### src/verilog/swsl_pkg.sv
////////////////////////////////////////////////////////////////////////////////
// shared constants for the six wiper serial loader, both ends
package swsl_pkg;

  // frame layout
  localparam int CHANNELS = 6;
  localparam int SETTING_BITS = 8;
  localparam int POS_BITS = 6;
  localparam int FRAME_BITS = CHANNELS * SETTING_BITS;
  localparam int HOLD_MSB = 7;
  localparam int HOLD_LSB = 6;
  localparam logic [1:0] HOLD_CODE = 2'h3;
  localparam logic [POS_BITS-1:0] TAP_LOW = 6'h00;
  localparam logic [POS_BITS-1:0] TAP_HIGH = 6'h3F;

  // power-up values
  localparam logic [FRAME_BITS-1:0] SETTING_RESET = 48'h0000_0000_0000;
  localparam logic [FRAME_BITS-1:0] SHIFT_RESET = 48'h0000_0000_0000;

  // frame counter width, enough for one 48-bit frame
  localparam int BITCNT_W = 6;
  localparam logic [BITCNT_W-1:0] LAST_BIT = 6'h2F;

  // timing
  localparam int CLK_PERIOD_NS = 100;
  localparam int LINK_PERIOD_NS = 800;
  localparam int HALF_CYC_RAW = LINK_PERIOD_NS / (2 * CLK_PERIOD_NS);
  localparam int HALF_CYC = (HALF_CYC_RAW < 1) ? 1 : HALF_CYC_RAW;
  localparam int PHASE_W = 4;
  localparam logic [PHASE_W-1:0] HALF_LAST = 4'(HALF_CYC - 1);
  localparam logic [PHASE_W-1:0] GAP_LAST = 4'(2 * HALF_CYC - 1);

  // host side buffering
  localparam int FIFO_DEPTH = 32;
  localparam int FIFO_AW = 5;

endpackage

### src/verilog/swsl_link_if.sv
`timescale 1ns/1ps
////////////////////////////////////////////////////////////////////////////////
// three wire port plus cascade return between host and device
interface swsl_link_if;
  logic portEn; // high while the port is active
  logic serData; // data toward the device
  logic serClk; // shift clock, rising edge samples
  logic cascadeOut; // bit leaving the end of the shift register

  modport dev (
    input portEn,
    input serData,
    input serClk,
    output cascadeOut
  );

  modport host (
    output portEn,
    output serData,
    output serClk,
    input cascadeOut
  );
endinterface

### src/verilog/swsl_host.sv
`timescale 1ns/1ps
////////////////////////////////////////////////////////////////////////////////
// frame buffer, valid and ready on both sides
module swsl_fifo #(
  parameter int WIDTH = swsl_pkg::FRAME_BITS,
  parameter int DEPTH = swsl_pkg::FIFO_DEPTH,
  parameter int AW = swsl_pkg::FIFO_AW
) (
  input wire logic clk,
  input wire logic resetn,
  input wire logic [WIDTH-1:0] inData,
  input wire logic inValid,
  output logic inReady,
  output logic [WIDTH-1:0] outData,
  output logic outValid,
  input wire logic outReady
);
  typedef struct packed {
    logic [AW:0] wrPtr;
    logic [AW:0] rdPtr;
  } swsl_fifo_state_t;

  swsl_fifo_state_t stateQ;
  swsl_fifo_state_t stateD;
  logic [WIDTH-1:0] mem [DEPTH];
  logic full;
  logic empty;
  logic push;
  logic pop;

  // full when pointers differ only in the wrap bit
  assign full = (stateQ.wrPtr[AW] != stateQ.rdPtr[AW]) &&
                (stateQ.wrPtr[AW-1:0] == stateQ.rdPtr[AW-1:0]);
  assign empty = stateQ.wrPtr == stateQ.rdPtr;
  assign push = inValid & ~full;
  assign pop = outReady & ~empty;
  assign inReady = ~full;
  assign outValid = ~empty;
  assign outData = mem[stateQ.rdPtr[AW-1:0]];

  // pointer update
  always_comb begin
    stateD = stateQ;
    if (push) begin
      stateD.wrPtr = stateQ.wrPtr + 1'b1;
    end
    if (pop) begin
      stateD.rdPtr = stateQ.rdPtr + 1'b1;
    end
  end

  always_ff @(posedge clk or negedge resetn) begin
    if (!resetn) begin
      stateQ <= '0;
    end else begin
      stateQ <= stateD;
    end
  end

  // storage, no reset needed
  always_ff @(posedge clk) begin
    if (push) begin
      mem[stateQ.wrPtr[AW-1:0]] <= inData;
    end
  end
endmodule

////////////////////////////////////////////////////////////////////////////////
// host end: sends buffered frames, divides clk into the shift clock
module swsl_host (
  input wire logic clk,
  input wire logic resetn,
  swsl_link_if.host link,
  input wire logic [swsl_pkg::FRAME_BITS-1:0] wrData,
  input wire logic wrValid,
  output logic wrReady,
  output logic [swsl_pkg::FRAME_BITS-1:0] rdData,
  output logic rdValid,
  output logic busy
);
  import swsl_pkg::*;

  typedef enum logic [2:0] {IDLE, LEAD, LOW, HIGH, TAIL, GAP} swsl_host_phase_t;

  typedef struct packed {
    swsl_host_phase_t phase;
    logic [PHASE_W-1:0] tick;
    logic [BITCNT_W-1:0] bitIdx;
    logic [FRAME_BITS-1:0] txShift;
    logic [FRAME_BITS-1:0] rxShift;
    logic [1:0] coutSync;
    logic portEn;
    logic serData;
    logic serClk;
    logic [FRAME_BITS-1:0] rdData;
    logic rdValid;
    logic busy;
  } swsl_host_state_t;

  swsl_host_state_t stateQ;
  swsl_host_state_t stateD;
  logic [FRAME_BITS-1:0] fifoData;
  logic fifoValid;
  logic fifoTake;
  logic tickDone;

  //////////////////////////////////////////////////////////////////////////////
  // frames queue here; the serial side drains one per transaction
  swsl_fifo #(
    .WIDTH(FRAME_BITS),
    .DEPTH(FIFO_DEPTH),
    .AW(FIFO_AW)
  ) u_fifo (
    .clk(clk),
    .resetn(resetn),
    .inData(wrData),
    .inValid(wrValid),
    .inReady(wrReady),
    .outData(fifoData),
    .outValid(fifoValid),
    .outReady(fifoTake)
  );

  assign fifoTake = (stateQ.phase == IDLE) && fifoValid;
  assign tickDone = stateQ.tick == HALF_LAST;

  //////////////////////////////////////////////////////////////////////////////
  // sequencer
  always_comb begin
    stateD = stateQ;
    stateD.coutSync = {stateQ.coutSync[0], link.cascadeOut};
    stateD.tick = stateQ.tick + 1'b1;
    stateD.rdValid = 1'b0;
    case (stateQ.phase)
      IDLE: begin
        stateD.tick = '0;
        if (fifoValid) begin
          stateD.txShift = fifoData;
          stateD.bitIdx = '0;
          stateD.portEn = 1'b1;
          stateD.phase = LEAD;
        end
      end
      LEAD: begin
        if (tickDone) begin
          stateD.tick = '0;
          stateD.serData = stateQ.txShift[0];
          stateD.phase = LOW;
        end
      end
      LOW: begin
        if (tickDone) begin
          stateD.tick = '0;
          stateD.serClk = 1'b1;
          stateD.rxShift = {stateQ.coutSync[1], stateQ.rxShift[FRAME_BITS-1:1]};
          stateD.txShift = {1'b0, stateQ.txShift[FRAME_BITS-1:1]};
          stateD.phase = HIGH;
        end
      end
      HIGH: begin
        if (tickDone) begin
          stateD.tick = '0;
          stateD.serClk = 1'b0;
          if (stateQ.bitIdx == LAST_BIT) begin
            stateD.phase = TAIL;
          end else begin
            stateD.bitIdx = stateQ.bitIdx + 1'b1;
            stateD.serData = stateQ.txShift[0];
            stateD.phase = LOW;
          end
        end
      end
      TAIL: begin
        if (tickDone) begin
          stateD.tick = '0;
          stateD.portEn = 1'b0;
          stateD.serData = 1'b0;
          stateD.rdData = stateQ.rxShift;
          stateD.rdValid = 1'b1;
          stateD.phase = GAP;
        end
      end
      GAP: begin
        if (stateQ.tick == GAP_LAST) begin
          stateD.tick = '0;
          stateD.phase = IDLE;
        end
      end
      default: begin
        stateD.phase = IDLE;
      end
    endcase
    // busy comes from a flop so the port does not glitch with phase decode
    stateD.busy = stateD.phase != IDLE;
  end

  always_ff @(posedge clk or negedge resetn) begin
    if (!resetn) begin
      stateQ <= '{phase: IDLE, default: '0};
    end else begin
      stateQ <= stateD;
    end
  end

  //////////////////////////////////////////////////////////////////////////////
  // outputs from the state register
  assign link.portEn = stateQ.portEn;
  assign link.serData = stateQ.serData;
  assign link.serClk = stateQ.serClk;
  assign rdData = stateQ.rdData;
  assign rdValid = stateQ.rdValid;
  assign busy = stateQ.busy;
endmodule

### src/flat_wrapper.sv
// flat-port wrapper written by rule: the top's interface ports become plain ports
module swsl_host_flat import swsl_pkg::*;
  (clk, resetn, wrData, wrValid, wrReady, rdData, rdValid, busy, link_portEn, link_serData, link_serClk, link_cascadeOut);
  swsl_link_if link_i ();
  input wire logic clk;
  input wire logic resetn;
  input wire logic [swsl_pkg::FRAME_BITS-1:0] wrData;
  input wire logic wrValid;
  output logic wrReady;
  output logic [swsl_pkg::FRAME_BITS-1:0] rdData;
  output logic rdValid;
  output logic busy;
  output wire logic [$bits(link_i.portEn)-1:0] link_portEn;
  output wire logic [$bits(link_i.serData)-1:0] link_serData;
  output wire logic [$bits(link_i.serClk)-1:0] link_serClk;
  input wire logic [$bits(link_i.cascadeOut)-1:0] link_cascadeOut;
  assign link_portEn = link_i.portEn;
  assign link_serData = link_i.serData;
  assign link_serClk = link_i.serClk;
  assign link_i.cascadeOut = link_cascadeOut;
  swsl_host u_core (.clk(clk), .resetn(resetn), .link(link_i), .wrData(wrData), .wrValid(wrValid), .wrReady(wrReady), .rdData(rdData), .rdValid(rdValid), .busy(busy));
endmodule
### config.mk
export PLATFORM = sky130hd
export DESIGN_NAME = swsl_host_flat
export DESIGN_NICKNAME = d
export VERILOG_FILES = /design/src/verilog/swsl_pkg.sv /design/src/verilog/swsl_link_if.sv /design/src/verilog/swsl_host.sv /design/src/flat_wrapper.sv
export SDC_FILE = /design/constraint.sdc
export NUM_CORES = 2
export LEC_CHECK = 0
export BUFFER_PORTS_ARGS = -buffer_cell sky130_fd_sc_hd__buf_2
export CORE_MARGIN = 3
export CORE_UTILIZATION = 56
export DETAILED_ROUTE_END_ITERATION = 6
export PLACE_DENSITY = 0.79
export SLEW_MARGIN = 20
export SYNTH_ARGS = -nofsm -noshare
export SYNTH_HDL_FRONTEND = slang
export SYNTH_SLANG_ARGS = --single-unit
### constraint.sdc
create_clock -name clk -period 4 [get_ports clk]
set_clock_uncertainty 0.2 [all_clocks]
set_input_delay 0.4 -clock clk [delete_from_list [all_inputs] [get_ports clk]]
set_output_delay 0.4 -clock clk [all_outputs]
set_load 0.01 [all_outputs]
After elaboration in Yosys (flattened, before gate mapping)
Memories as Yosys holds them, arrays and structs flattened. Index checks and enable logic that the tools add are counted.

Bitwise operators: 4. Equality and inequality tests: 17. Mux-type cells: 27. Reduce and logical (&&, ||, !) cells: 16. Add/subtract/negate cells: 4.

Operators with widths (number): $mux 96 (1); $pmux 48 s2 (1); $mux 54 (1); $mux 7 (4); $pmux 4 s6 (1); $add 6x1->6 const B (3); $pmux 3 s6 (1); $mux 13 (1); $pmux 6 s2 (1); $reduce_and 3->1 (3); $mux 1 (8); $ne 2x1->1 const B (4); $reduce_bool 2->1 (4); $eq 3x2->1 const B (2); $eq 3x3->1 const B (2); $eq 6x6->1 (1); $eq 6x6->1 const B (1); $mux 3 (2); $mux 6 (1); $reduce_bool 3->1 (2); $eq 5x5->1 (1); $reduce_and 5->1 (1); $add 4x1->4 const B (1); $eq 4x2->1 const B (1); other kinds (13) (20).

Flip-flop bits (word level): 176. Memories kept: 1. Logic and storage cells: 83. RAM bits: 1536. Output and inout port bits: 54. Bits of input ports: 52.

Memory list: u_core.u_fifo.mem (words 32, width 48, rd ports 1, clocked after memory_dff 0, write ports 1, RTL line swsl_host.sv:25) `logic [WIDTH-1:0] mem [DEPTH];`.

Depth between registers and ports, before layout
Word-level depth: 6. Mapped depth: 9. Mapped depth without buffers: 6.

Hierarchy
A second synthesis with hierarchy kept.

Cells, all modules: 3845. Area, all modules: 66789.1 µm².

By module, submodules not included: swsl_fifo (cells an instance 3285, seq. area each 46424.5 µm², area an instance 59866.2 µm², times used 1); swsl_host (cells an instance 560, seq. area each 4103.9 µm², area an instance 6922.9 µm², times used 1).

Least setup slack after synthesis
No wires, ideal clock.

Path kind: flip-flop to flip-flop. Start: register u_core.u_fifo.stateQ[0] (netlist bit). End: memory u_core.u_fifo.mem[30][0] (netlist bit) (enable). Setup time: 454 ps. Cell stages (with the launch flop): 7. Clock period less this slack: 4188 ps. Path buffers: 1. Data required time: 3346 ps. Path slack: -188 ps. Data arrival time: 3534 ps. Cells stage by stage: dfrtp_1 > buf_6 > xor2_1 > nor3_4 > a31oi_2 > nand2_1 > nor2_1.

Cells in the longest elaborated chain, start to end: 6.

Ends and longest elaborated chain: start: declaration (RTL line swsl_host.sv:23) `swsl_fifo_state_t stateQ;`; start signal: assignment (RTL line swsl_host.sv:56) `stateQ <= stateD;`; $eq 5x5->1 (RTL line swsl_host.sv:33) `(stateQ.wrPtr[AW-1:0] == stateQ.rdPtr[AW-1:0]);`; $logic_and 1x1->1 (RTL line swsl_host.sv:32) `assign full = (stateQ.wrPtr[AW] != stateQ.rdPtr[AW]) &&`; $not 1->1 (RTL line swsl_host.sv:35) `assign push = inValid & ~full;`; $and 1x1->1 (RTL line swsl_host.sv:35); $mux 1 (RTL line swsl_host.sv:62) `if (push) begin`; $mux 1 (not written as such) (RTL line swsl_host.sv:63) `mem[stateQ.wrPtr[AW-1:0]] <= inData;`; end: declaration (RTL line swsl_host.sv:25).

Every way passes these cells.

Worst setup path in the final report
Start: register u_core.u_fifo.stateQ[0] (netlist bit). End: memory u_core.u_fifo.mem[13][34] (netlist bit) (enable).

The elaborated chain is that of the path after synthesis.

==> parameters.txt <==
Parameter                              Value

Run status
  Status ... complete, no violations

Final layout
  Area of all placed cells without fillers ... 74700 um^2
  Ratio of cells with drive above 1 in the final layout ... 0.257
  Signed area change from the synthesized netlist to the final layout ... 13.2%
  Sequential cell area ... 50500 um^2
  Combined area of the multi-input logic cells ... 14300 um^2
  Utilization of the core after routing ... 0.641
  Nets ... 3617
  Number of filler instances in the final layout ... 7312

Setup path
  Worst Setup Path Type ... reg2reg
  Launch point of the worst reg-to-reg path ... u_core.u_fifo.stateQ[0]
  Setup slack on the worst flop-to-flop path ... 0.61 ns
  Capture instance of the worst register-to-register path ... u_core.u_fifo.mem[13][34]
  Worst EP arrival ... 3.63 ns
  CP Launch Type ... register
  Worst setup endpoint ... u_core.u_fifo.mem[13][34]
  Crit path capture type ... register
  Number of cells on the worst reg-to-reg path ... 7
  Max Fanout on Critical Path ... 25
  Beginning of the critical path ... u_core.u_fifo.stateQ[0]
  Critical Path RT ... 4.25 ns

Power and ir drop
  Leak pwr ... 25.1 nW
  Combinational power share ... 0.231
  Cell-internal power ... 34.7 mW
  Pwr Density ... 651 nW/um^2
  Proportion of total power due to net switching ... 0.285
  Total Power ... 48.6 mW
  Register share of total power ... 0.444
  Sw power ... 13.8 mW
  Clock network fraction of design power ... 0.325
  Largest voltage drop on the vdd net ... 0.601 mV

Drt
  Remaining antenna violation count after routing ... 0
  Post-detailed-route via-to-cell ratio ... 6.63
  Initial detailed-routing violation count ... 4799
  # DRC ... 0
  DR pass1 iterations ... 6
  Routed vias ... 34700
  Avg WL per Cell ... 30.5 um
  Wirelength, routed ... 160000 um

STA
  Relative slew slack ... 0.213
  Slew at the pin closest to its max-slew limit ... 1.18 ns
  Highest Clock Rate ... 295 MHz
  Clock period minus final worst setup slack ... 3.39 ns
  Worst Setup Slack, final ... 0.611 ns
  Hold violation count in the final report ... 0
  Count of pins over their slew limit ... 0
  Final worst path period share ... 0.847
  Final setup violating endpoints ... 0
  Setup_tns ... 0 ns
  Setup repair after global routing missed its margin ... no

Place
  Final estimated routing congestion in global placement ... 0.803
  Count of input and output buffers ... 105
  Post-detail-place hpwl ... 81600 um
  Instance area after placement ... 68600 um^2
  Pre-CTS setup slack ... 0.753 ns

Synthesis
  Async S/R FF share, synth ... 0.103
  Commonest cells post-synth ... edfxtp_1, mux4_2, nand2_1, dfrtp_1, mux2_2
  Post-synthesis cell count ... 3376
  Cell types occupying the most area after synthesis ... edfxtp_1, mux4_2, dfrtp_1, mux2_2, mux2i_1
  Cell type with the highest aggregate area in the netlist ... edfxtp_1
  Post-synth top flop ... edfxtp_1
  Most instantiated library cell after synthesis ... edfxtp_1
  Number of enable-type register cells in the synthesized netlist ... 1536
  Netlist area before placement ... 65900 um^2
  Synthesis Warnings ... 0
  Number of nets in the synthesized netlist ... 3435
  Seq cells post-synth ... 1712
  Yosys top cell area share ... 0.699
  Part of the Yosys area used for sequential elements ... 0.766
  Synth unique cells ... 50
  Per-instance average area after synthesis ... 19.5 um^2

GRT
  Initial antenna violation count ... 0
  Met1 usage ... 0.358
  Number of global-route vias before repair ... 35300
  First-pass GRT wire length ... 236000 um
  Maximum number of pins on one net before global-route repair ... 113
  All-layer global routing usage ... 0.265
  Met3 layer usage reported by global route ... 0.0603
  Top Usage Layer GRT ... met2
  Aggregate global routing overflow ... 0
  M2 GR Usage ... 0.422

Clock network
  Clk sink count ... 1712
  Clk buf depth ... 3
  Latest clock arrival within the worst-skew pair ... 0.78 ns
  Post-CTS Setup Bufs ... 0
  Clock transition at the registers of the reported paths ... 0.06 ns
  TritonCTS clock tree ... built
  Buffer type at the clock tree root ... clkbuf_16
  Number of buffers created by CTS ... 163
  H-tree levels ... 4

Floorplan
  Initial Utilization ... 0.566
  Number of rows created at floorplan ... 125
  Number of top-level design ports ... 106
  Die Y-Extent ... 349 um
  Core outline area ... 117000 um^2
  Die W ... 349 um
  Die ar. ... 122000 um^2

Job
  Max Cap Viol ... 0

Min path
  Worst hold path type ... in2reg
-- critical path, cell delays in order, from the launching register on --
cell and delay, ns:
dfrtp_4 0.61, xor2_1 0.36, nor3_4 0.12, a31oi_2 0.53
nand2_1 0.15, buf_4 0.24, nor2_4 0.50, buf_12 0.32
-- sequential cells by signal (all words and copies together) (netlist names) --
register              cells
u_core.link.portEn        1
u_core.busy               1
u_core.stateQ           110
u_core.link.serClk        1
u_core.stateD             1
u_core.u_fifo.stateQ     12
u_core.u_fifo.mem      1536
u_core.link.serData       1
u_core.rdValid            1
u_core.rdData            48
-- per-stage QoR --
step           cells  hold slack [ns]
2_1_floorplan   3376          -0.0956
6_report        5224           0.0778
4_1_cts         5223           0.0308
3_3_place_gp    4866            0.190
3_5_place_dp    4866            0.182
5_1_grt         5223           0.0744
-- final cells by class --
type / instances / share of cell area
clock buffers: 199 / 0.0577
flip-flops and latches: 1712 / 0.677
repair buffers: 262 / 0.0307
clock inverters: 107 / 0.0164
well taps: 1524 / 0.0255
diodes: 1 / 0.0000335
multi-input cells: 1411 / 0.192
inverters: 8 / 0.000402
-- routing by layer --
layer  routed length [um]  part of all wire
met5                    0                 0
met4                 6490             0.041
met3                17000              0.11
met2                77500              0.49
met1                58500              0.37
-- cell usage in the layout, fill, tap and decap left out, drive strengths merged, types with 4 or more instances in the layout --
cell type / n
mux2i: 102
xor2: 11
o21ai: 5
dfrtp: 176
xnor2: 11
nand2: 268
a221oi: 48
clkinvlp: 4
nand4: 53
ha: 7
nand3b: 4
nor2: 86
inv: 15
mux2: 148
buf: 210
a21oi: 84
clkbuf: 200
nand3: 115
dlygate4sd3: 51
o22a: 47
edfxtp: 1536
mux4: 288
a22oi: 90
bufinv: 21
clkinv: 75
o211ai: 8
-- logic make-up after synthesis --
kind of cell,Yosys count,share of synthesized area
xor gates and xnor gates,22,0.00292
AOI/OAI and AO/OA,294,0.0322
DFF,1712,0.766
buffers and inverters,253,0.0210
adders and majority gates,7,0.00133
and+or+nand+nor,550,0.0372
muxes,538,0.139
-- repair_timing --
action	in CTS	in global routing
hold buffers	51	0
resized for setup	0	0
endpoints found under the hold margin	1611	0
endpoints found under the setup margin	0	0
-- worst min path at each step --
stage	cells past startpoint	slack, ns	from	endpoint
2_1_floorplan	0	-0.1	resetn	u_core.busy
3_3_place_gp	0	0.19	u_core.stateD[54]	u_core.stateQ[54]
3_5_place_dp	0	0.18	u_core.stateD[54]	u_core.stateQ[54]
4_1_cts	2	0.03	link_cascadeOut	u_core.stateD[54]
5_1_grt	2	0.07	link_cascadeOut	u_core.stateD[54]
6_report	2	0.08	link_cascadeOut	u_core.stateD[54]
-- power by group through the flow --
| stage | Combinational (mW) | Sequential, mW | Clock (mW) |
|---|---|---|---|
| floorplan | 7.90 | 21.6 | 0 |
| global placement | 10.8 | 21.8 | 0 |
| detailed placement | 11.0 | 21.9 | 0 |
| CTS | 11.2 | 21.6 | 16.0 |
| global route | 11.9 | 21.7 | 16.7 |
| finish | 11.2 | 21.6 | 15.8 |
No activity file was read; power rests on OpenSTA's default activity.
